--- src/adcss_map.vh ---
// Register map, field positions and timing counts of the sweep sequencer
`ifndef ADCSS_MAP_VH
`define ADCSS_MAP_VH

// ----------------------------------------------------------------------
// Register addresses
// ----------------------------------------------------------------------
`define ADCSS_ADDR_MODE      10'h3D6
`define ADCSS_ADDR_SWEEP     10'h3D7
`define ADCSS_ADDR_RES_BASE  10'h3C0

// ----------------------------------------------------------------------
// Field positions and reset values
// ----------------------------------------------------------------------
`define ADCSS_B_CH_LO     0
`define ADCSS_B_MD_A      3
`define ADCSS_B_MD_B      4
`define ADCSS_B_START     6
`define ADCSS_B_CLOCK_DIV_SEL_0      7
`define ADCSS_B_SCAN_LO   0
`define ADCSS_B_MD_X      2
`define ADCSS_B_CLOCK_DIV_SEL_1      4
`define ADCSS_B_STBY      5
`define ADCSS_RST_MODE    8'h00
`define ADCSS_RST_SWEEP   8'h00

// ----------------------------------------------------------------------
// Timing counts
// ----------------------------------------------------------------------
`define ADCSS_CONV_CYC    6'h28
`define ADCSS_GAP_CYC     6'h01
`define ADCSS_END_CYC     6'h02
`define ADCSS_DIV_1       4'h1
`define ADCSS_DIV_2       4'h2
`define ADCSS_DIV_3       4'h3
`define ADCSS_DIV_4       4'h4
`define ADCSS_DIV_6       4'h6
`define ADCSS_DIV_12      4'hC
`define ADCSS_SD_DIV_1    6'h01
`define ADCSS_SD_DIV_2    6'h02
`define ADCSS_SD_DIV_3    6'h03
`define ADCSS_SD_DIV_4    6'h03
`define ADCSS_SD_DIV_6    6'h04
`define ADCSS_SD_DIV_12   6'h07

`endif

--- src/adcss_chan_seq.v ---
// Channel order: first input of a run and the input after the current one
`include "adcss_map.vh"
`default_nettype none

module adcss_chan_seq (
  input  wire       ch_only,
  input  wire       rs1,
  input  wire [2:0] ch_sel,
  input  wire [1:0] scan,
  input  wire [2:0] cur_ch,
  input  wire [2:0] pi,
  input  wire [2:0] ni,
  input  wire       turn,
  output wire [2:0] prio_cnt,
  output reg  [2:0] first_ch,
  output reg  [2:0] next_ch,
  output reg  [2:0] next_pi,
  output reg  [2:0] next_ni,
  output reg        next_turn,
  output reg        last
);

  wire [2:0] grp_last;
  wire [2:0] pi_inc;

  assign prio_cnt = {1'b0, scan} + 3'h1;
  assign grp_last = {scan, 1'b1};
  assign pi_inc   = pi + 3'h1;

  // Turn low: the current input was a priority one, a non-priority follows
  always @* begin
    first_ch  = 3'h0;
    next_ch   = 3'h0;
    next_pi   = pi;
    next_ni   = ni;
    next_turn = turn;
    last      = 1'b0;
    if (ch_only) begin
      first_ch = ch_sel;
      next_ch  = ch_sel;
      last     = 1'b1;
    end else if (rs1) begin
      if (!turn) begin
        next_ch   = ni;
        next_turn = 1'b1;
      end else begin
        next_pi   = (pi_inc == prio_cnt) ? 3'h0 : pi_inc;
        next_ni   = (ni == 3'h7) ? prio_cnt : ni + 3'h1;
        next_ch   = next_pi;
        next_turn = 1'b0;
      end
    end else begin
      last    = (cur_ch == grp_last);
      next_ch = last ? 3'h0 : cur_ch + 3'h1;
    end
  end

endmodule
`default_nettype wire

--- src/adcss_clk_div.v ---
// Conversion clock divider: one-cycle tick every N base clock cycles
`include "adcss_map.vh"
`default_nettype none

module adcss_clk_div (
  input  wire       clk,
  input  wire       reset_n,
  input  wire       ce,
  input  wire       clear,
  input  wire [2:0] div_code,
  output reg        tick_q
);

  reg  [3:0] cnt_q;
  reg  [3:0] lim;

  // Divisor per code; unused codes fall back to the slowest rate
  always @* begin
    case (div_code)
      3'h0:    lim = `ADCSS_DIV_1;
      3'h1:    lim = `ADCSS_DIV_2;
      3'h2:    lim = `ADCSS_DIV_3;
      3'h3:    lim = `ADCSS_DIV_4;
      3'h4:    lim = `ADCSS_DIV_6;
      default: lim = `ADCSS_DIV_12;
    endcase
  end

  // Clear realigns the phase so the first tick after a start is a full period
  always @(posedge clk) begin
    if (!reset_n) begin
      cnt_q  <= 4'h0;
      tick_q <= 1'b0;
    end else if (ce) begin
      if (clear || cnt_q == lim - 4'h1) begin
        cnt_q  <= 4'h0;
        tick_q <= ~clear;
      end else begin
        cnt_q  <= cnt_q + 4'h1;
        tick_q <= 1'b0;
      end
    end
  end

endmodule
`default_nettype wire

--- src/adcss_seq.v ---
// Sweep sequencer of the eight-input converter: control registers and timing
//
// Added by the designer: the address-and-strobe port.
`include "adcss_map.vh"
`default_nettype none

module adcss_seq #(
  parameter RES_W  = 10,
  parameter ADDR_W = 10
) (
  input  wire              clk,
  input  wire              reset_n,
  input  wire              ce,
  input  wire [ADDR_W-1:0] addr,
  input  wire [7:0]        wr_data,
  input  wire              wr_stb,
  input  wire              rd_stb,
  output reg  [7:0]        rd_data_q,
  input  wire              clock_div_ext,
  input  wire [RES_W-1:0]  conv_data,
  output reg               analog_enable_q,
  output reg               sample_active_q,
  output reg  [2:0]        sample_ch_q,
  output reg               sweep_done_q
);

  // ----------------------------------------------------------------------
  // States
  // ----------------------------------------------------------------------
  localparam [4:0] S_IDLE  = 5'b00001;
  localparam [4:0] S_START = 5'b00010;
  localparam [4:0] S_CONV  = 5'b00100;
  localparam [4:0] S_GAP   = 5'b01000;
  localparam [4:0] S_END   = 5'b10000;

  // Full-width copies so fields can be sliced without dropping bits
  localparam [7:0] RST_MODE = `ADCSS_RST_MODE;
  localparam [9:0] RES_BASE = `ADCSS_ADDR_RES_BASE;

  // ----------------------------------------------------------------------
  // Storage
  // ----------------------------------------------------------------------
  reg  [2:0]         ch_sel_q;
  reg                md_a_q;
  reg                md_b_q;
  reg                md_x_q;
  reg                clock_div_sel_0_q;
  reg                clock_div_sel_1_q;
  reg  [1:0]         scan_q;
  reg                conversion_start_flag_q;
  reg  [4:0]         state_q;
  reg  [5:0]         cnt_q;
  reg  [2:0]         pi_q;
  reg  [2:0]         ni_q;
  reg                turn_q;
  reg  [RES_W-1:0]   smp_q;
  reg                res_we_q;
  reg  [8*RES_W-1:0] res_flat_q;
  reg  [5:0]         start_dummy;
  reg  [7:0]         rd_mux;

  wire               phi_tick;
  wire [2:0]         div_code;
  wire [2:0]         prio_cnt;
  wire [2:0]         first_ch;
  wire [2:0]         next_ch;
  wire [2:0]         next_pi;
  wire [2:0]         next_ni;
  wire               next_turn;
  wire               last;
  wire               wr_mode;
  wire               wr_sweep;
  wire               start_req;
  wire               stop_req;
  wire               auto_end;
  wire               rs1;
  wire               ch_only;
  wire               res_hit;
  wire [2:0]         rd_idx;
  wire [RES_W-1:0]   rd_res;
  wire [15:0]        rd_res_pad;

  // ----------------------------------------------------------------------
  // Mode decode
  // ----------------------------------------------------------------------
  // Mode bits b:a = 00 one-shot, 01 repeat, 10 single sweep, 11 repeat sweep
  assign ch_only  = ~md_b_q;
  assign rs1      = md_b_q & md_a_q & md_x_q;
  // Extra bit is not looked at in single sweep; software keeps it clear
  assign auto_end = ~md_a_q;
  assign div_code = {clock_div_ext, clock_div_sel_1_q, clock_div_sel_0_q};

  assign wr_mode   = wr_stb && (addr == `ADCSS_ADDR_MODE);
  assign wr_sweep  = wr_stb && (addr == `ADCSS_ADDR_SWEEP);
  // The standby bit must already be set by an earlier write before a start counts
  assign start_req = wr_mode && wr_data[`ADCSS_B_START] && analog_enable_q
                     && (state_q == S_IDLE);
  assign stop_req  = (wr_mode && !wr_data[`ADCSS_B_START])
                     || (wr_sweep && !wr_data[`ADCSS_B_STBY]);

  // ----------------------------------------------------------------------
  // Helpers
  // ----------------------------------------------------------------------
  adcss_clk_div u_div (
    .clk      (clk),
    .reset_n  (reset_n),
    .ce       (ce),
    .clear    (start_req),
    .div_code (div_code),
    .tick_q   (phi_tick)
  );

  adcss_chan_seq u_seq (
    .ch_only   (ch_only),
    .rs1       (rs1),
    .ch_sel    (ch_sel_q),
    .scan      (scan_q),
    .cur_ch    (sample_ch_q),
    .pi        (pi_q),
    .ni        (ni_q),
    .turn      (turn_q),
    .prio_cnt  (prio_cnt),
    .first_ch  (first_ch),
    .next_ch   (next_ch),
    .next_pi   (next_pi),
    .next_ni   (next_ni),
    .next_turn (next_turn),
    .last      (last)
  );

  // Start dummy in base cycles, the short end of each range
  always @* begin
    case (div_code)
      3'h0:    start_dummy = `ADCSS_SD_DIV_1;
      3'h1:    start_dummy = `ADCSS_SD_DIV_2;
      3'h2:    start_dummy = `ADCSS_SD_DIV_3;
      3'h3:    start_dummy = `ADCSS_SD_DIV_4;
      3'h4:    start_dummy = `ADCSS_SD_DIV_6;
      default: start_dummy = `ADCSS_SD_DIV_12;
    endcase
  end

  // ----------------------------------------------------------------------
  // Control registers
  // ----------------------------------------------------------------------
  // Writes are taken in any state while ce is high; one that clears start or standby mid-conversion ends the run
  always @(posedge clk) begin
    if (!reset_n) begin
      ch_sel_q        <= RST_MODE[2:0];
      md_a_q          <= 1'b0;
      md_b_q          <= 1'b0;
      clock_div_sel_0_q          <= 1'b0;
      scan_q          <= 2'h0;
      md_x_q          <= 1'b0;
      clock_div_sel_1_q          <= 1'b0;
      analog_enable_q <= 1'b0;
    end else if (ce) begin
      if (wr_mode) begin
        ch_sel_q <= wr_data[`ADCSS_B_CH_LO +: 3];
        md_a_q   <= wr_data[`ADCSS_B_MD_A];
        md_b_q   <= wr_data[`ADCSS_B_MD_B];
        clock_div_sel_0_q   <= wr_data[`ADCSS_B_CLOCK_DIV_SEL_0];
      end
      if (wr_sweep) begin
        scan_q          <= wr_data[`ADCSS_B_SCAN_LO +: 2];
        md_x_q          <= wr_data[`ADCSS_B_MD_X];
        clock_div_sel_1_q          <= wr_data[`ADCSS_B_CLOCK_DIV_SEL_1];
        analog_enable_q <= wr_data[`ADCSS_B_STBY];
      end
    end
  end

  // ----------------------------------------------------------------------
  // Conversion sequencer
  // ----------------------------------------------------------------------
  // Counters run in base cycles in START and END, in conversion ticks else
  always @(posedge clk) begin
    if (!reset_n) begin
      state_q         <= S_IDLE;
      cnt_q           <= 6'h00;
      conversion_start_flag_q          <= 1'b0;
      sample_active_q <= 1'b0;
      sample_ch_q     <= 3'h0;
      pi_q            <= 3'h0;
      ni_q            <= 3'h0;
      turn_q          <= 1'b0;
      smp_q           <= {RES_W{1'b0}};
      res_we_q        <= 1'b0;
      sweep_done_q    <= 1'b0;
    end else if (ce) begin
      res_we_q     <= 1'b0;
      sweep_done_q <= 1'b0;
      if (stop_req && state_q != S_IDLE) begin
        state_q         <= S_IDLE;
        conversion_start_flag_q          <= 1'b0;
        sample_active_q <= 1'b0;
      end else begin
        case (state_q)
          S_IDLE: begin
            if (start_req) begin
              state_q <= S_START;
              cnt_q   <= start_dummy - 6'h01;
            end
          end
          S_START: begin
            if (cnt_q == 6'h00) begin
              state_q         <= S_CONV;
              conversion_start_flag_q          <= 1'b1;
              sample_active_q <= 1'b1;
              sample_ch_q     <= first_ch;
              pi_q            <= 3'h0;
              ni_q            <= prio_cnt;
              turn_q          <= 1'b0;
              cnt_q           <= `ADCSS_CONV_CYC - 6'h01;
            end else begin
              cnt_q <= cnt_q - 6'h01;
            end
          end
          S_CONV: begin
            if (phi_tick) begin
              if (cnt_q == 6'h00) begin
                smp_q           <= conv_data;
                res_we_q        <= 1'b1;
                sample_active_q <= 1'b0;
                if (last && auto_end) begin
                  state_q      <= S_END;
                  conversion_start_flag_q       <= 1'b0;
                  sweep_done_q <= 1'b1;
                  cnt_q        <= `ADCSS_END_CYC - 6'h01;
                end else begin
                  state_q <= S_GAP;
                  cnt_q   <= `ADCSS_GAP_CYC - 6'h01;
                end
              end else begin
                cnt_q <= cnt_q - 6'h01;
              end
            end
          end
          S_GAP: begin
            if (phi_tick) begin
              if (cnt_q == 6'h00) begin
                state_q         <= S_CONV;
                sample_active_q <= 1'b1;
                sample_ch_q     <= next_ch;
                pi_q            <= next_pi;
                ni_q            <= next_ni;
                turn_q          <= next_turn;
                cnt_q           <= `ADCSS_CONV_CYC - 6'h01;
              end else begin
                cnt_q <= cnt_q - 6'h01;
              end
            end
          end
          S_END: begin
            if (cnt_q == 6'h00) begin
              state_q <= S_IDLE;
            end else begin
              cnt_q <= cnt_q - 6'h01;
            end
          end
          default: begin
            state_q <= S_IDLE;
          end
        endcase
      end
    end
  end

  // ----------------------------------------------------------------------
  // Result registers
  // ----------------------------------------------------------------------
  // Sample lands one cycle after the conversion ends, in the first GAP or END cycle
  genvar g;
  generate
    for (g = 0; g < 8; g = g + 1) begin : g_res
      localparam [2:0] IDX = g;
      always @(posedge clk) begin
        if (!reset_n) begin
          res_flat_q[g*RES_W +: RES_W] <= {RES_W{1'b0}};
        end else if (ce && res_we_q && sample_ch_q == IDX) begin
          res_flat_q[g*RES_W +: RES_W] <= smp_q;
        end
      end
    end
  endgenerate

  // ----------------------------------------------------------------------
  // Read port
  // ----------------------------------------------------------------------
  // Results are two bytes each, low byte at the even address
  assign res_hit    = (addr[ADDR_W-1:4] == RES_BASE[9:4]);
  assign rd_idx     = addr[3:1];
  assign rd_res     = res_flat_q[rd_idx*RES_W +: RES_W];
  assign rd_res_pad = {{(16-RES_W){1'b0}}, rd_res};

  // Reserved and missing bits read zero
  always @* begin
    rd_mux = 8'h00;
    if (addr == `ADCSS_ADDR_MODE) begin
      rd_mux = {clock_div_sel_0_q, conversion_start_flag_q, 1'b0, md_b_q, md_a_q, ch_sel_q};
    end else if (addr == `ADCSS_ADDR_SWEEP) begin
      rd_mux = {2'b00, analog_enable_q, clock_div_sel_1_q, 1'b0, md_x_q, scan_q};
    end else if (res_hit) begin
      rd_mux = addr[0] ? rd_res_pad[15:8] : rd_res_pad[7:0];
    end
  end

  // Read data stand only in the cycle after the strobe
  always @(posedge clk) begin
    if (!reset_n) begin
      rd_data_q <= 8'h00;
    end else if (ce) begin
      rd_data_q <= rd_stb ? rd_mux : 8'h00;
    end
  end

endmodule
`default_nettype wire

--- config.mk ---
export PLATFORM = sky130hd
export DESIGN_NAME = adcss_seq
export DESIGN_NICKNAME = d
export VERILOG_FILES = /design/src/adcss_chan_seq.v /design/src/adcss_clk_div.v /design/src/adcss_seq.v
export VERILOG_INCLUDE_DIRS = /design/src
export SDC_FILE = /design/constraint.sdc
export NUM_CORES = 1
export LEC_CHECK = 0
export BUFFER_PORTS_ARGS = -buffer_cell sky130_fd_sc_hd__buf_4
export CORE_MARGIN = 2
export CORE_UTILIZATION = 55
export CTS_BUF_LIST = sky130_fd_sc_hd__clkbuf_8
export CTS_CLUSTER_DIAMETER = 120
export DETAILED_ROUTE_END_ITERATION = 8
export PLACE_DENSITY = 0.71
export SETUP_SLACK_MARGIN = 0.3
export SLEW_MARGIN = 0
export SYNTH_ARGS = -nofsm -noshare
export SYNTH_HDL_FRONTEND = slang
export SYNTH_SLANG_ARGS = --single-unit
--- constraint.sdc ---
create_clock -name clk -period 2.8 [get_ports clk]
set_input_delay 0.42 -clock clk [delete_from_list [all_inputs] [get_ports clk]]
set_output_delay 0.42 -clock clk [all_outputs]
set_load 0.01 [all_outputs]
Word level (Yosys, flattened, before mapping)
Cells that the tools add are included.

word-level totals
  RAM bits = 0
  memories = 0
  bits in read-only memories = 0
  logic and storage cells = 205
  register bits after elaboration = 139
  bits of input ports = 34
  output and inout port bits = 14
  latch bits = 0

cells by class
  multiply operators = 1
  reduce and logical (&&, ||, !) cells = 40
  add/subtract/negate cells = 8
  eq/ne operators = 40
  bitwise operators = 5
  multiplexer cells = 80
  magnitude comparators = 0
  divide/modulo/power cells = 0
  shift-type cells = 1

operators with widths
  kind                                                                count
  80-bit by 8-bit indexed part select with 10-bit output              1
  3-bit 2-to-1 mux                                                    22
  5-bit 2-to-1 mux                                                    8
  8-bit 2-to-1 mux                                                    5
  6-bit 2-to-1 mux                                                    6
  6-bit case mux with 5 select lines                                  1
  1-bit 2-to-1 mux                                                    28
  5-bit case mux with 5 select lines                                  1
  10-bit == test, second input constant                               2
  4-bit case mux with 5 select lines                                  1
  3-bit == test, second input constant                                6
  1-bit logical AND                                                   18
  3-bit case mux with 2 select lines                                  3
  6-bit AND reduction                                                 3
  3-bit by 2-bit == test with 1-bit output, second input constant     4
  2-bit != test, second input constant                                6
  3-bit != test, second input constant                                4
  3-bit case mux with 4 select lines                                  1
  6-bit by 1-bit subtractor with 6-bit output, second input constant  2
  5-bit AND reduction                                                 2
  3-bit by 1-bit adder with 3-bit output, second input constant       3
  9-bit AND reduction                                                 1
  8-bit AND reduction                                                 1
  7-bit AND reduction                                                 1
  other kinds (32)                                                    45

Depth between registers and ports, before layout
Gate-level depths: netlist of run 1.

  depth after elaboration = 10
  mapped depth = 11
  mapped depth without buffers = 10

Modules after synthesis
A second synthesis of run 1 with hierarchy kept.

unflattened totals
  cells, all modules = 753
  area total of the unflattened synthesis = 7404.6 sq um

by module, submodules not included
  module          seq. area each (sq um)  times used  cells each  area each (sq um)
  adcss_seq       2682.6                  1           654         6588.8
  adcss_chan_seq  0.0                     1           53          419.2
  adcss_clk_div   100.1                   1           46          396.6

Least setup slack after synthesis of run 1
OpenSTA, ideal clock, no wires.

  path type = input port to flip-flop
  from = in addr[3]
  to = reg cnt_q[1]
  stages on the path = 8
  library setup time = 116 ps
  path buffers = 2
  data required time = 2684 ps
  arrival time = 2313 ps
  setup slack = 371 ps
  cells stage by stage = buf_6 -> nand4b_4 -> or4_4 -> or3_4 -> a2111oi_4 -> buf_6 -> o2111ai_1 -> o211a_1

between the ends
  word-level cells in the longest chain between the ends = 7
  elaborated cells on any way between the ends = 14
  classes of those cells = eq/ne: 3; bitwise: 1; reduce/logical: 10

ends and longest elaborated chain
  what                                                                                  RTL line                                        RTL
  start: declaration                                                                    adcss_seq.v:14                                  input wire [ADDR_W-1:0] addr,
  10-bit == test (no line)                                                              --
  1-bit logical AND, on equally long branches                                           adcss_seq.v:93, adcss_seq.v:94
  1-bit logical AND, on equally long branches                                           adcss_seq.v:96, adcss_seq.v:98, adcss_seq.v:99
  1-bit logical AND or 1-bit logical OR (tied branches)                                 adcss_seq.v:96, adcss_seq.v:98
  1-bit logical AND, on equally long branches                                           adcss_seq.v:96, adcss_seq.v:193
  2-bit by 1-bit != test with 1-bit output (no line) or 1-bit inverter (tied branches)  --
  7-bit AND reduction (no line) (*)                                                     --
  end signal: assignment                                                                adcss_seq.v:202                                 cnt_q <= start_dummy - 6'h01;
  end signal: assignment                                                                adcss_seq.v:214                                 cnt_q <= `ADCSS_CONV_CYC - 6'h01;
  end signal: assignment                                                                adcss_seq.v:216                                 cnt_q <= cnt_q - 6'h01;
  end: declaration                                                                      adcss_seq.v:52                                  reg [5:0] cnt_q;

Every way passes the cells marked *; elsewhere a longest branch is shown, timed or not.
A chain may end at the register's enable or synchronous reset.

Worst setup path in the final report of run 1
  from = reg state_q[0]
  to = reg cnt_q[1]

between the ends
  word-level cells in the longest chain between the ends = 4
  elaborated cells on any way between the ends = 16
  classes of those cells = eq/ne: 10; mux: 1; bitwise: 1; reduce/logical: 4

ends and longest elaborated chain
  what                                                                                                  RTL line                                          RTL
  start: declaration                                                                                    adcss_seq.v:51                                    reg [4:0] state_q;
  start signal: assignment                                                                              adcss_seq.v:179                                   state_q <= S_IDLE;
  start signal: assignment                                                                              adcss_seq.v:194                                   state_q <= S_IDLE;
  start signal: assignment                                                                              adcss_seq.v:201                                   state_q <= S_START;
  5-bit by 1-bit == test with 1-bit output or 5-bit by 1-bit != test with 1-bit output (tied branches)  adcss_seq.v:97, adcss_seq.v:198, adcss_seq.v:193
  1-bit logical AND, on equally long branches                                                           adcss_seq.v:96, adcss_seq.v:193
  2-bit by 1-bit != test with 1-bit output (no line) or 1-bit inverter (tied branches)                  --
  7-bit AND reduction (no line)                                                                         --

Parallel ways exist; a longest one is shown, timed or not.

==> results of run 1 <==
-- through the flow --
step           power (mW)  instance area [µm²]  std cells
2_1_floorplan        2.14                 6930        813
3_3_place_gp         2.21                 7410        996
3_5_place_dp         2.22                 7410        996
4_1_cts              3.79                 7820       1028
5_1_grt              3.91                 7850       1028
6_report             3.76                 7850       1028
-- worst paths after layout --
kind	from	to	slack [ps]
setup / recovery	state_q[0]	cnt_q[1]	420
hold / removal	conv_data[7]	smp_q[7]	200
setup reg to reg	state_q[0]	cnt_q[1]	420
hold reg to reg	res_flat_q[48]	res_flat_q[48]	460
-- power by group --
part	internal [mW]	total, mW	switching [mW]
clock	0.855	1.59	0.733
combinational	0.0788	0.190	0.112
sequential	1.98	1.99	0.00608
-- kinds of logic after synthesis --
| family | count (synthesis) | share of synthesized area |
|---|---|---|
| fa+ha+maj | 15 | 0.0271 |
| xor+xnor | 15 | 0.0210 |
| flops | 139 | 0.402 |
| compound gates | 172 | 0.157 |
| mux | 53 | 0.117 |
| simple gates | 353 | 0.237 |
| buf+inv | 66 | 0.0394 |
-- sequential cells by signal (all words and copies together), names as in the netlist, 2 cells and up --
| name | cells |
|---|---|
| res_flat_q | 80 |
| smp_q | 10 |
| rd_data_q | 8 |
| cnt_q | 6 |
| state_q | 5 |
| u_div.cnt_q | 4 |
| ch_sel_q | 3 |
| ni_q | 3 |
| pi_q | 3 |
| sample_ch_q | 3 |
| scan_q | 2 |
-- final cells by class --
type / instances / area (µm²)
Clock buffer: 24 / 330
Sequential cell: 139 / 2790
Tap cell: 168 / 210
Timing Repair Buffer: 66 / 495
Fill cell: 1022 / 4310
Clock inverter: 8 / 66.3
Multi-Input combinational cell: 608 / 3900
Inverter: 15 / 56.3
-- routing by layer --
metal  routed length (µm)  up-vias
met1                 7640     2919
met4                  542        0
met2                 9480      197
li1                     -     2936
met5                    0        -
met3                  906       35
-- what timing repair did --
action / in CTS / in global routing
buffers inserted: 0 / 0
gates resized for setup: 1 / 7
endpoints found under the setup margin: 3 / 25
-- critical path: stages, from the launching register on --
cell,delay [ps]
dfxtp_1,450
inv_1,200
or3_1,440
or3_4,420
a2111oi_4,290
buf_4,220
o2111ai_1,120
o211a_1,130
-- Yosys cell counts (2+ instances only) --
cell type    n
nand2_1    189
dfxtp_1    139
a21oi_1     80
nor2_1      52
clkbuf_1    41
nand3_1     31
mux2i_1     27
o21ai_0     24
mux4_2      22
a21boi_0    21
ha_1        15
nor2b_1     15
inv_1       14
xnor2_1     12
nand2b_1    11
nor3_1       9
buf_2        8
a31oi_1      7
and3_1       6
nand4_1      6
nor4_1       6
a211oi_1     4
mux2_2       4
nor3b_1      4
o2111ai_1    4
o31ai_1      4
or3_1        4
a221oi_1     3
a22oi_1      3
nand4b_1     3
o41ai_1      3
a222oi_1     2
a311oi_1     2
and2_1       2
buf_6        2
nand3b_1     2
nor3_2       2
nor4_2       2
o211a_1      2
o21a_1       2
o21bai_1     2
xor2_1       2
==> out/qor.yml, run 1 <==
floorplan:
  die_area_um2: 13500
  initial_core_util: 0.569
  ios: 48
  rows: 40
  die_w_um: 116
  coreArea_um2: 12200
  chipHeight_um: 116
grt:
  grt_pass1_vias: 5771
  gr-total-overflow: 0
  met2_usage: 0.485
  grt_pass1_wl_mm: 29.5
  grtUsageMet1: 0.365
  grt_usage: 0.289
  grt_util_met3: 0.0581
  antenna_found_initial: 0
  busiest_layer: "met2"
  grt_max_degree: 59
synthesis:
  syn-cell-area_um2: 6930
  ys_seq_elements: 139
  synth_area_leaders: "dfxtp_1 40%, nand2_1 10%, mux4_2 7.2%"
  synthFlopType: "dfxtp_1"
  synth_fp_nets: 862
  synth-edff-count: 0
  synthCells: 813
  synth.distinct_cells: 62
  yosys_warnings: 0
  synthArstFlopShare: 0
  yosysTopAreaCell: "dfxtp_1"
  yosysSeqAreaShare: 0.402
  synth.top_cell.area_share: 0.402
  postSynthAreaPerCell_um2: 8.52
clocking:
  cts_tree: "built"
  cts_max_path_buffers: 2
  clock_latency_ps: 450
  clock-sinks: 139
  cts_made_buffers: 17
  path_clk_slew_ps: 70
  h-tree-depth: 4
  root_buffer: "clkbuf_8"
  holdBufCountCts: 0
placement:
  routabilityCongestion: 0.926
  io_buffer_count: 47
  post-place-ws_ps: 219
  dp_hpwl_mm: 12.8
routing:
  wire_per_inst_um: 18.1
  via_per_inst: 5.92
  ant_nets: 0
  drt-initial-drc-count: 552
  drc: 0
  drt-pass1-iter-count: 5
  wirelength_mm: 18.6
  num_vias: 6087
power:
  power_density_nw_per_um2: 480
  irDropWorstVdd_v: 0.000479
  leakagePower_nw: 2.72
timing:
  fin_crit_sh: 0.849
  holdWs_ps: 201
  fmax_ghz: 0.421
  setup_viol: 0
  fin_ws_ps: 422
  rsz0062_at_grt: "no"
  finalHoldViolations: 0
  slew_violations: 0
  fin_tns_setup_ps: 0
  worst_pin_slew_ps: 889
  slew_headroom: 0.405
  post-route-min-period_ps: 2380
  finClkSkew_ps: 5.32
worst_setup_path:
  reg2reg_depth: 7
  arrival_ps: 2730
  cp.required_ps: 3150
  crit_fanout: 11
  cp-end-kind: "register"
  crit_path_start_kind: "register"
  crit_type: "reg -> reg"
worst_hold_path:
  hold_class: "in -> reg"
  min_path_cells: 3
final_layout:
  mostFrequentLayoutCells: "189 x nand2_1, 137 x dfxtp_1, 80 x a21oi_1"
  layout.cells.most_common: "nand2_1"
  diodes: 0
  utilization: 0.645
  fin_nets: 896
  drive_gt1_frac: 0.162
  syn_to_final_growth_pct: 13.3
status:
  status: "complete, no violations"
flow_run:
  max-cap-violations: 0
No activity file was read; power rests on OpenSTA's default activity.
==> inputs of run 2 (changes only) <==
Settings changed: PLACE_DENSITY 0.71 to 0.74.
Clock period 2.8 ns to 2 ns, I/O delays scaled along.
==> run 2 against run 1 <==
  * The flow now finishes with violations (setup timing)
  * Clock power up 36%
  * Register-to-register slack got worse by 630 ps
  * Combinational power up 83%
  * Critical path type unchanged
  * Flip-flop and latch count unchanged
  * Wire length is 8.9% higher
  * Highest routed layer unchanged
  * Largest cell class unchanged
  * Total power grew 40%
==> out/qor.yml, run 2 (synthesis results as in run 1) <==
timing:
  fin_tns_setup_ps: -2570  # -2570 ps
  post-route-min-period_ps: 2200  # -173 ps
  holdWs_ps: 80.1  # -121 ps
  finClkSkew_ps: 8.67  # +3.35 ps
  finalHoldViolations: 0  # unchanged
  fin_crit_sh: 1.10  # +0.253
  setup_viol: 28  # +28
  slew_headroom: 0.591  # +0.186
  fin_ws_ps: -204  # -627 ps
  slew_violations: 0  # unchanged
  fmax_ghz: 0.454  # +7.9%
  worst_pin_slew_ps: 614  # -275 ps
  rsz0062_at_grt: "yes"
floorplan:
  die_w_um: 116  # unchanged
  chipHeight_um: 116  # unchanged
  ios: 48  # unchanged
  initial_core_util: 0.569  # unchanged
  rows: 40  # unchanged
  die_area_um2: 13500  # unchanged
  coreArea_um2: 12200  # unchanged
grt:
  grt_pass1_wl_mm: 32.1  # +8.9%
  antenna_found_initial: 0  # unchanged
  grt_usage: 0.311  # +0.0217
  gr-total-overflow: 0  # unchanged
  grt_pass1_vias: 6509  # +13%
  grt_max_degree: 59  # unchanged
placement:
  io_buffer_count: 47  # unchanged
  routabilityCongestion: 0.935  # +0.92%
  dp_hpwl_mm: 13.7  # +7.6%
  post-place-ws_ps: -456  # -675 ps
worst_setup_path:
  crit_type: "reg -> reg"
  critPathBufInv: 1  # -1
  cp.required_ps: 2330  # -820 ps
  crit_path_start_kind: "register"
  cp-end-kind: "register"
  arrival_ps: 2530  # -200 ps
  critical_path.startpoint: "state_q[2]"
  path_cells: "or2_4 > or3_4 > or3_4 > a2111oi_4 > buf_4 > o311a_1 > nor3_2"
  cpMaxStageDelayCell: "or3_4"
  crit_family: "simple AND/OR/NAND/NOR gates"
  crit_end: "cnt_q[4]"
  max_stage_delay_ps: 390  # -60 ps
  reg2reg_depth: 7  # unchanged
  crit_fanout: 5  # -6
  worstReg2RegStart: "state_q[2]"
  rr_endpoint: "cnt_q[4]"
  cp.depth: 7  # unchanged
  path_common_cell: "or3_4"
  regToRegSetupSlack_ps: -200  # -630 ps
routing:
  via_per_inst: 5.91  # -0.21%
  ant_nets: 0  # unchanged
  wirelength_mm: 20.2  # +8.9%
  num_vias: 6612  # +8.6%
  drc: 0  # unchanged
  wire_per_inst_um: 18.1  # about the same
  drt-pass1-iter-count: 6  # +1
  drt-initial-drc-count: 490  # -11%
final_layout:
  utilization: 0.731  # +0.0854
  syn_to_final_growth_pct: 28.3
  drive_gt1_frac: 0.291  # +0.130
  multi_input_area_um2: 4170  # +6.9%
  diodes: 0  # unchanged
  fin_nets: 987  # +10%
  mostFrequentLayoutCells: "188 x nand2_1, 141 x buf_4, 133 x dfxtp_1"
  largestRegisters: "res_flat_q x80, smp_q x10, rd_data_q x8"
  largest_reg_flops: 80  # unchanged
  layout.cells.most_common: "nand2_1"
  regMostFlops: "res_flat_q"
  n_fill_cell: 915  # -10%
  seq_area_um2: 2790  # +0.27%
power:
  irDropWorstVdd_v: 0.000455  # -5.0%
  power_density_nw_per_um2: 595  # +24%
  leakagePower_nw: 3.25  # +20%
clocking:
  holdBufCountCts: 0  # unchanged
  path_clk_slew_ps: 80  # about the same
  clock_latency_ps: 460  # about the same
  cts_made_buffers: 17  # unchanged
  clock-sinks: 139  # unchanged
  root_buffer: "clkbuf_8"
  h-tree-depth: 4  # unchanged
  cts_tree: "built"
  cts_max_path_buffers: 2  # unchanged
worst_hold_path:
  hold_class: "in -> reg"
flow_run:
  max-cap-violations: 0  # unchanged
status:
  status: "finished, violations left"
  failed_checks: "setup timing"
run 2: cell count changes in the layout (fill, tap and decap cells not counted), moves of 9 or more:
| cell | previous run | this run |
|---|---|---|
| buf_4 | 66 | 141 |
| o21ai_1 | 0 | 10 |
| buf_6 | 0 | 9 |
| o21ai_0 | 23 | 12 |
run 2: tightest hold or removal path, delay by kind of cell:
| kind | cells | cell delay (ps) |
|---|---|---|
| mux | 1 | 50 |
| simple gates | 1 | 70 |
| buf+inv | 1 | 80 |
run 2: worst min path at each step:
stage / cells after the start / endpoint / start / slack [ps]
floorplan: 2 / res_flat_q[20] / res_flat_q[20] / 430
global placement: 2 / res_flat_q[48] / res_flat_q[48] / 440
detailed placement: 2 / res_flat_q[20] / res_flat_q[20] / 450
CTS: 3 / smp_q[5] / conv_data[5] / 60
global route: 3 / smp_q[1] / conv_data[1] / 70
finish: 3 / smp_q[8] / conv_data[8] / 80
run 2: what timing repair did:
| item | in CTS | in global routing |
|---|---|---|
| gates resized for setup | 40 | 23 |
| pin swaps | 19 | 8 |
| gates cloned | 2 | 0 |
| setup buffers | 11 | 3 |
| setup endpoints to repair | 75 | 93 |
run 2: cell type report:
type	instances	area share
Clock buffer	20	0.0310
Tap cell	168	0.0237
Inverter	15	0.00634
Timing Repair Buffer	157	0.144
Clock inverter	12	0.0113
Multi-Input combinational cell	608	0.469
Sequential cell	139	0.314
run 2: power by group:
| group | internal, mW | switching, mW |
|---|---|---|
| Combinational | 0.163 | 0.185 |
| Sequential | 2.77 | 0.00904 |
| Clock | 1.07 | 1.09 |
run 2: metrics by stage:
step / instances / power, mW / area [µm²]
after global routing: 1119 / 5.46 / 8890
final: 1119 / 5.28 / 8890
after floorplan: 813 / 3.02 / 7130
after CTS: 1116 / 5.28 / 8760
after global placement: 1071 / 3.15 / 8160
after detailed placement: 1071 / 3.16 / 8160
run 2: metal layers:
| layer | share of wire | global-route usage | up-vias |
|---|---|---|---|
| li1 | - | - | 3109 |
| met1 | 0.39 | 0.364 | 3159 |
| met2 | 0.50 | 0.524 | 270 |
| met3 | 0.058 | 0.0560 | 74 |
| met4 | 0.049 | 0.207 | 0 |
| met5 | 0 | 0 | - |
==> inputs of run 3 (changes only) <==
Settings changed: SLEW_MARGIN 0 to 20, TNS_END_PERCENT from default to 5.
==> run 3 against run 2 <==
  * The flow still finishes with violations (setup timing)
  * Clock skew increased by 1.4 ps
  * Die area did not move
  * Worst hold slack improved by 3.7 ps
  * Cell area shrank 1.2%
  * Global-route usage grew 0.45 points
  * First-iteration DRC count grew 25%
  * Setup slack got worse by 12 ps
  * Combinational power fell by 6.0%
  * Critical endpoint unchanged
==> out/qor.yml, run 3 (synthesis results as in run 1) <==
power:
  p_int_mw: 4.15  # +3.6%
  power_density_nw_per_um2: 620  # +4.3%
  p_comb_frac: 0.060  # -0.006
  p_seq_frac: 0.509  # -0.017
  switching_power_mw: 1.30  # +1.5%
  total_power_mw: 5.45  # +3.1%
  sw_frac_of_total: 0.239  # -0.00387
  irDropWorstVdd_v: 0.000572  # +26%
  clockPowerShare: 0.430  # +0.022
  leakagePower_nw: 3.19  # -2.0%
timing:
  worst_pin_slew_ps: 495  # -119 ps
  fin_ws_ps: -216  # -11.7 ps
  slew_violations: 0  # unchanged
  post-route-min-period_ps: 2220  # +11.7 ps
  fin_crit_sh: 1.11  # +0.00584
  rsz0062_at_grt: "yes"
  finalHoldViolations: 0  # unchanged
  finClkSkew_ps: 10.0  # +1.36 ps
  slew_headroom: 0.669  # +0.0782
  fmax_ghz: 0.451  # -0.53%
  setup_viol: 17  # -39%
final_layout:
  n_fill_cell: 918  # +0.33%
  fin_nets: 980  # -0.71%
  syn_to_final_growth_pct: 26.8
  final_area_um2: 8780  # -1.2%
  largest_reg_flops: 80  # unchanged
  layoutNonFillerInstCount: 1112  # -0.63%
  layout.cells.most_common: "nand2_1"
  utilization: 0.722  # -0.00864
  drive_gt1_frac: 0.283  # -0.00843
  mostFrequentLayoutCells: "187 x nand2_1, 141 x buf_4, 129 x dfxtp_1"
  largestRegisters: "res_flat_q x80, smp_q x10, rd_data_q x8"
  regMostFlops: "res_flat_q"
  diodes: 0  # unchanged
worst_setup_path:
  max_stage_delay_ps: 400  # about the same
  critPathBufInv: 1  # unchanged
  crit_type: "reg -> reg"
  path_common_cell: "or3_4"
  path_cells: "or2_4 > or3_4 > or3_4 > a2111oi_4 > buf_6 > o311a_1 > nor3_2"
  arrival_ps: 2550  # +20 ps
  cpMaxStageDelayCell: "a2111oi_4"
  cp-end-kind: "register"
  reg2reg_depth: 7  # unchanged
  cp.required_ps: 2330  # about the same
  critical_path.startpoint: "state_q[2]"
  crit_family: "simple AND/OR/NAND/NOR gates"
  crit_path_start_kind: "register"
  crit_end: "cnt_q[4]"
  crit_fanout: 6  # +1
  rr_endpoint: "cnt_q[4]"
  worstReg2RegStart: "state_q[2]"
  cp.depth: 7  # unchanged
  regToRegSetupSlack_ps: -220  # about the same
status:
  status: "finished, violations left"
  failed_checks: "setup timing"
grt:
  grt_max_degree: 41  # -31%
  grt_util_met3: 0.0535  # -0.00259
  grtUsageMet1: 0.373  # +0.00829
  grt_pass1_wl_mm: 32.5  # +1.3%
  met2_usage: 0.543  # +0.0191
  gr-total-overflow: 0  # unchanged
  antenna_found_initial: 0  # unchanged
  grt_pass1_vias: 6605  # +1.5%
  busiest_layer: "met2"
  grt_usage: 0.316  # +0.00447
floorplan:
  initial_core_util: 0.569  # unchanged
  coreArea_um2: 12200  # unchanged
  chipHeight_um: 116  # unchanged
  ios: 48  # unchanged
  die_w_um: 116  # unchanged
  rows: 40  # unchanged
  die_area_um2: 13500  # unchanged
routing:
  ant_nets: 0  # unchanged
  wire_per_inst_um: 18.5  # +2.2%
  drc: 0  # unchanged
  drt-initial-drc-count: 613  # +25%
  drt-pass1-iter-count: 7  # +1
  via_per_inst: 5.96  # +0.83%
  wirelength_mm: 20.5  # +1.5%
  num_vias: 6625  # +0.20%
placement:
  place_area_um2: 8020  # -1.7%
  io_buffer_count: 47  # unchanged
  post-place-ws_ps: -437  # +19.1 ps
  dp_hpwl_mm: 14.1  # +2.8%
  post-place-cells: 1071  # unchanged
  routabilityCongestion: 0.921  # -1.5%
clocking:
  cts_max_path_buffers: 2  # unchanged
  cts_made_buffers: 17  # unchanged
  clock-sinks: 139  # unchanged
  root_buffer: "clkbuf_8"
  holdBufCountCts: 0  # unchanged
  cts_tree: "built"
  h-tree-depth: 4  # unchanged
  clock_latency_ps: 450  # about the same
  path_clk_slew_ps: 80  # about the same
flow_run:
  max-cap-violations: 0  # unchanged
worst_hold_path:
  hold_class: "in -> reg"
[run 3: changes by cell type in the layout (fill, tap and decap cells not counted), moves of 3 or more]
cell,previous run,this run
buf_6,9,4
dfxtp_2,5,9
o21ai_1,10,5
o21ai_0,12,19
dfxtp_1,133,129
nor2_4,4,1
inv_1,17,14
[run 3: final cells by class]
class | count | area (µm²) | share of cell area
Clock buffer | 21 | 289 | 0.0329
Inverter | 15 | 56.3 | 0.00641
Tap cell | 168 | 210 | 0.0239
Sequential cell | 139 | 2800 | 0.319
Multi-Input combinational cell | 608 | 4130 | 0.470
Clock inverter | 11 | 118 | 0.0134
Timing Repair Buffer | 150 | 1180 | 0.135
[run 3: worst register-to-register path, stage by stage, from the launching register on]
cell and delay [ps]:
dfxtp_4 370, or2_4 240, or3_4 340, or3_4 350, a2111oi_4 410, buf_6 180, o311a_1 180, nor3_2 40
[run 3: routing by layer]
metal	up-vias	wire, µm
met4	0	1040
met3	76	1270
met1	3152	8070
li1	3097	-
met5	-	0
met2	300	10200
[run 3: power by group through the flow]
stage	clock network [mW]	logic, mW	registers, mW
floorplan	0	0.161	2.84
global placement	0	0.292	2.84
detailed placement	0	0.301	2.84
CTS	2.37	0.315	2.78
global route	2.48	0.350	2.78
finish	2.35	0.327	2.78
[run 3: worst min path at each step]
stage,endpoint,from,cells after the start
floorplan,res_flat_q[20],res_flat_q[20],2
global placement,res_flat_q[0],res_flat_q[0],2
detailed placement,res_flat_q[15],res_flat_q[15],2
CTS,smp_q[4],conv_data[4],3
global route,smp_q[9],conv_data[9],3
finish,smp_q[4],conv_data[4],3
[run 3: timing repair]
item / in CTS / in global routing
setup buffers: 5 / 2
cloned: 2 / 0
endpoints found under the setup margin: 66 / 98
pin swaps: 11 / 13
resized for setup: 41 / 31
[run 3: metrics by stage]
step	hold WS, ps	setup TNS [ps]
2_1_floorplan	433	-5540
3_3_place_gp	439	-10710
3_5_place_dp	447	-12030
4_1_cts	56.6	-1330
5_1_grt	89.0	-4750
6_report	83.8	-1780
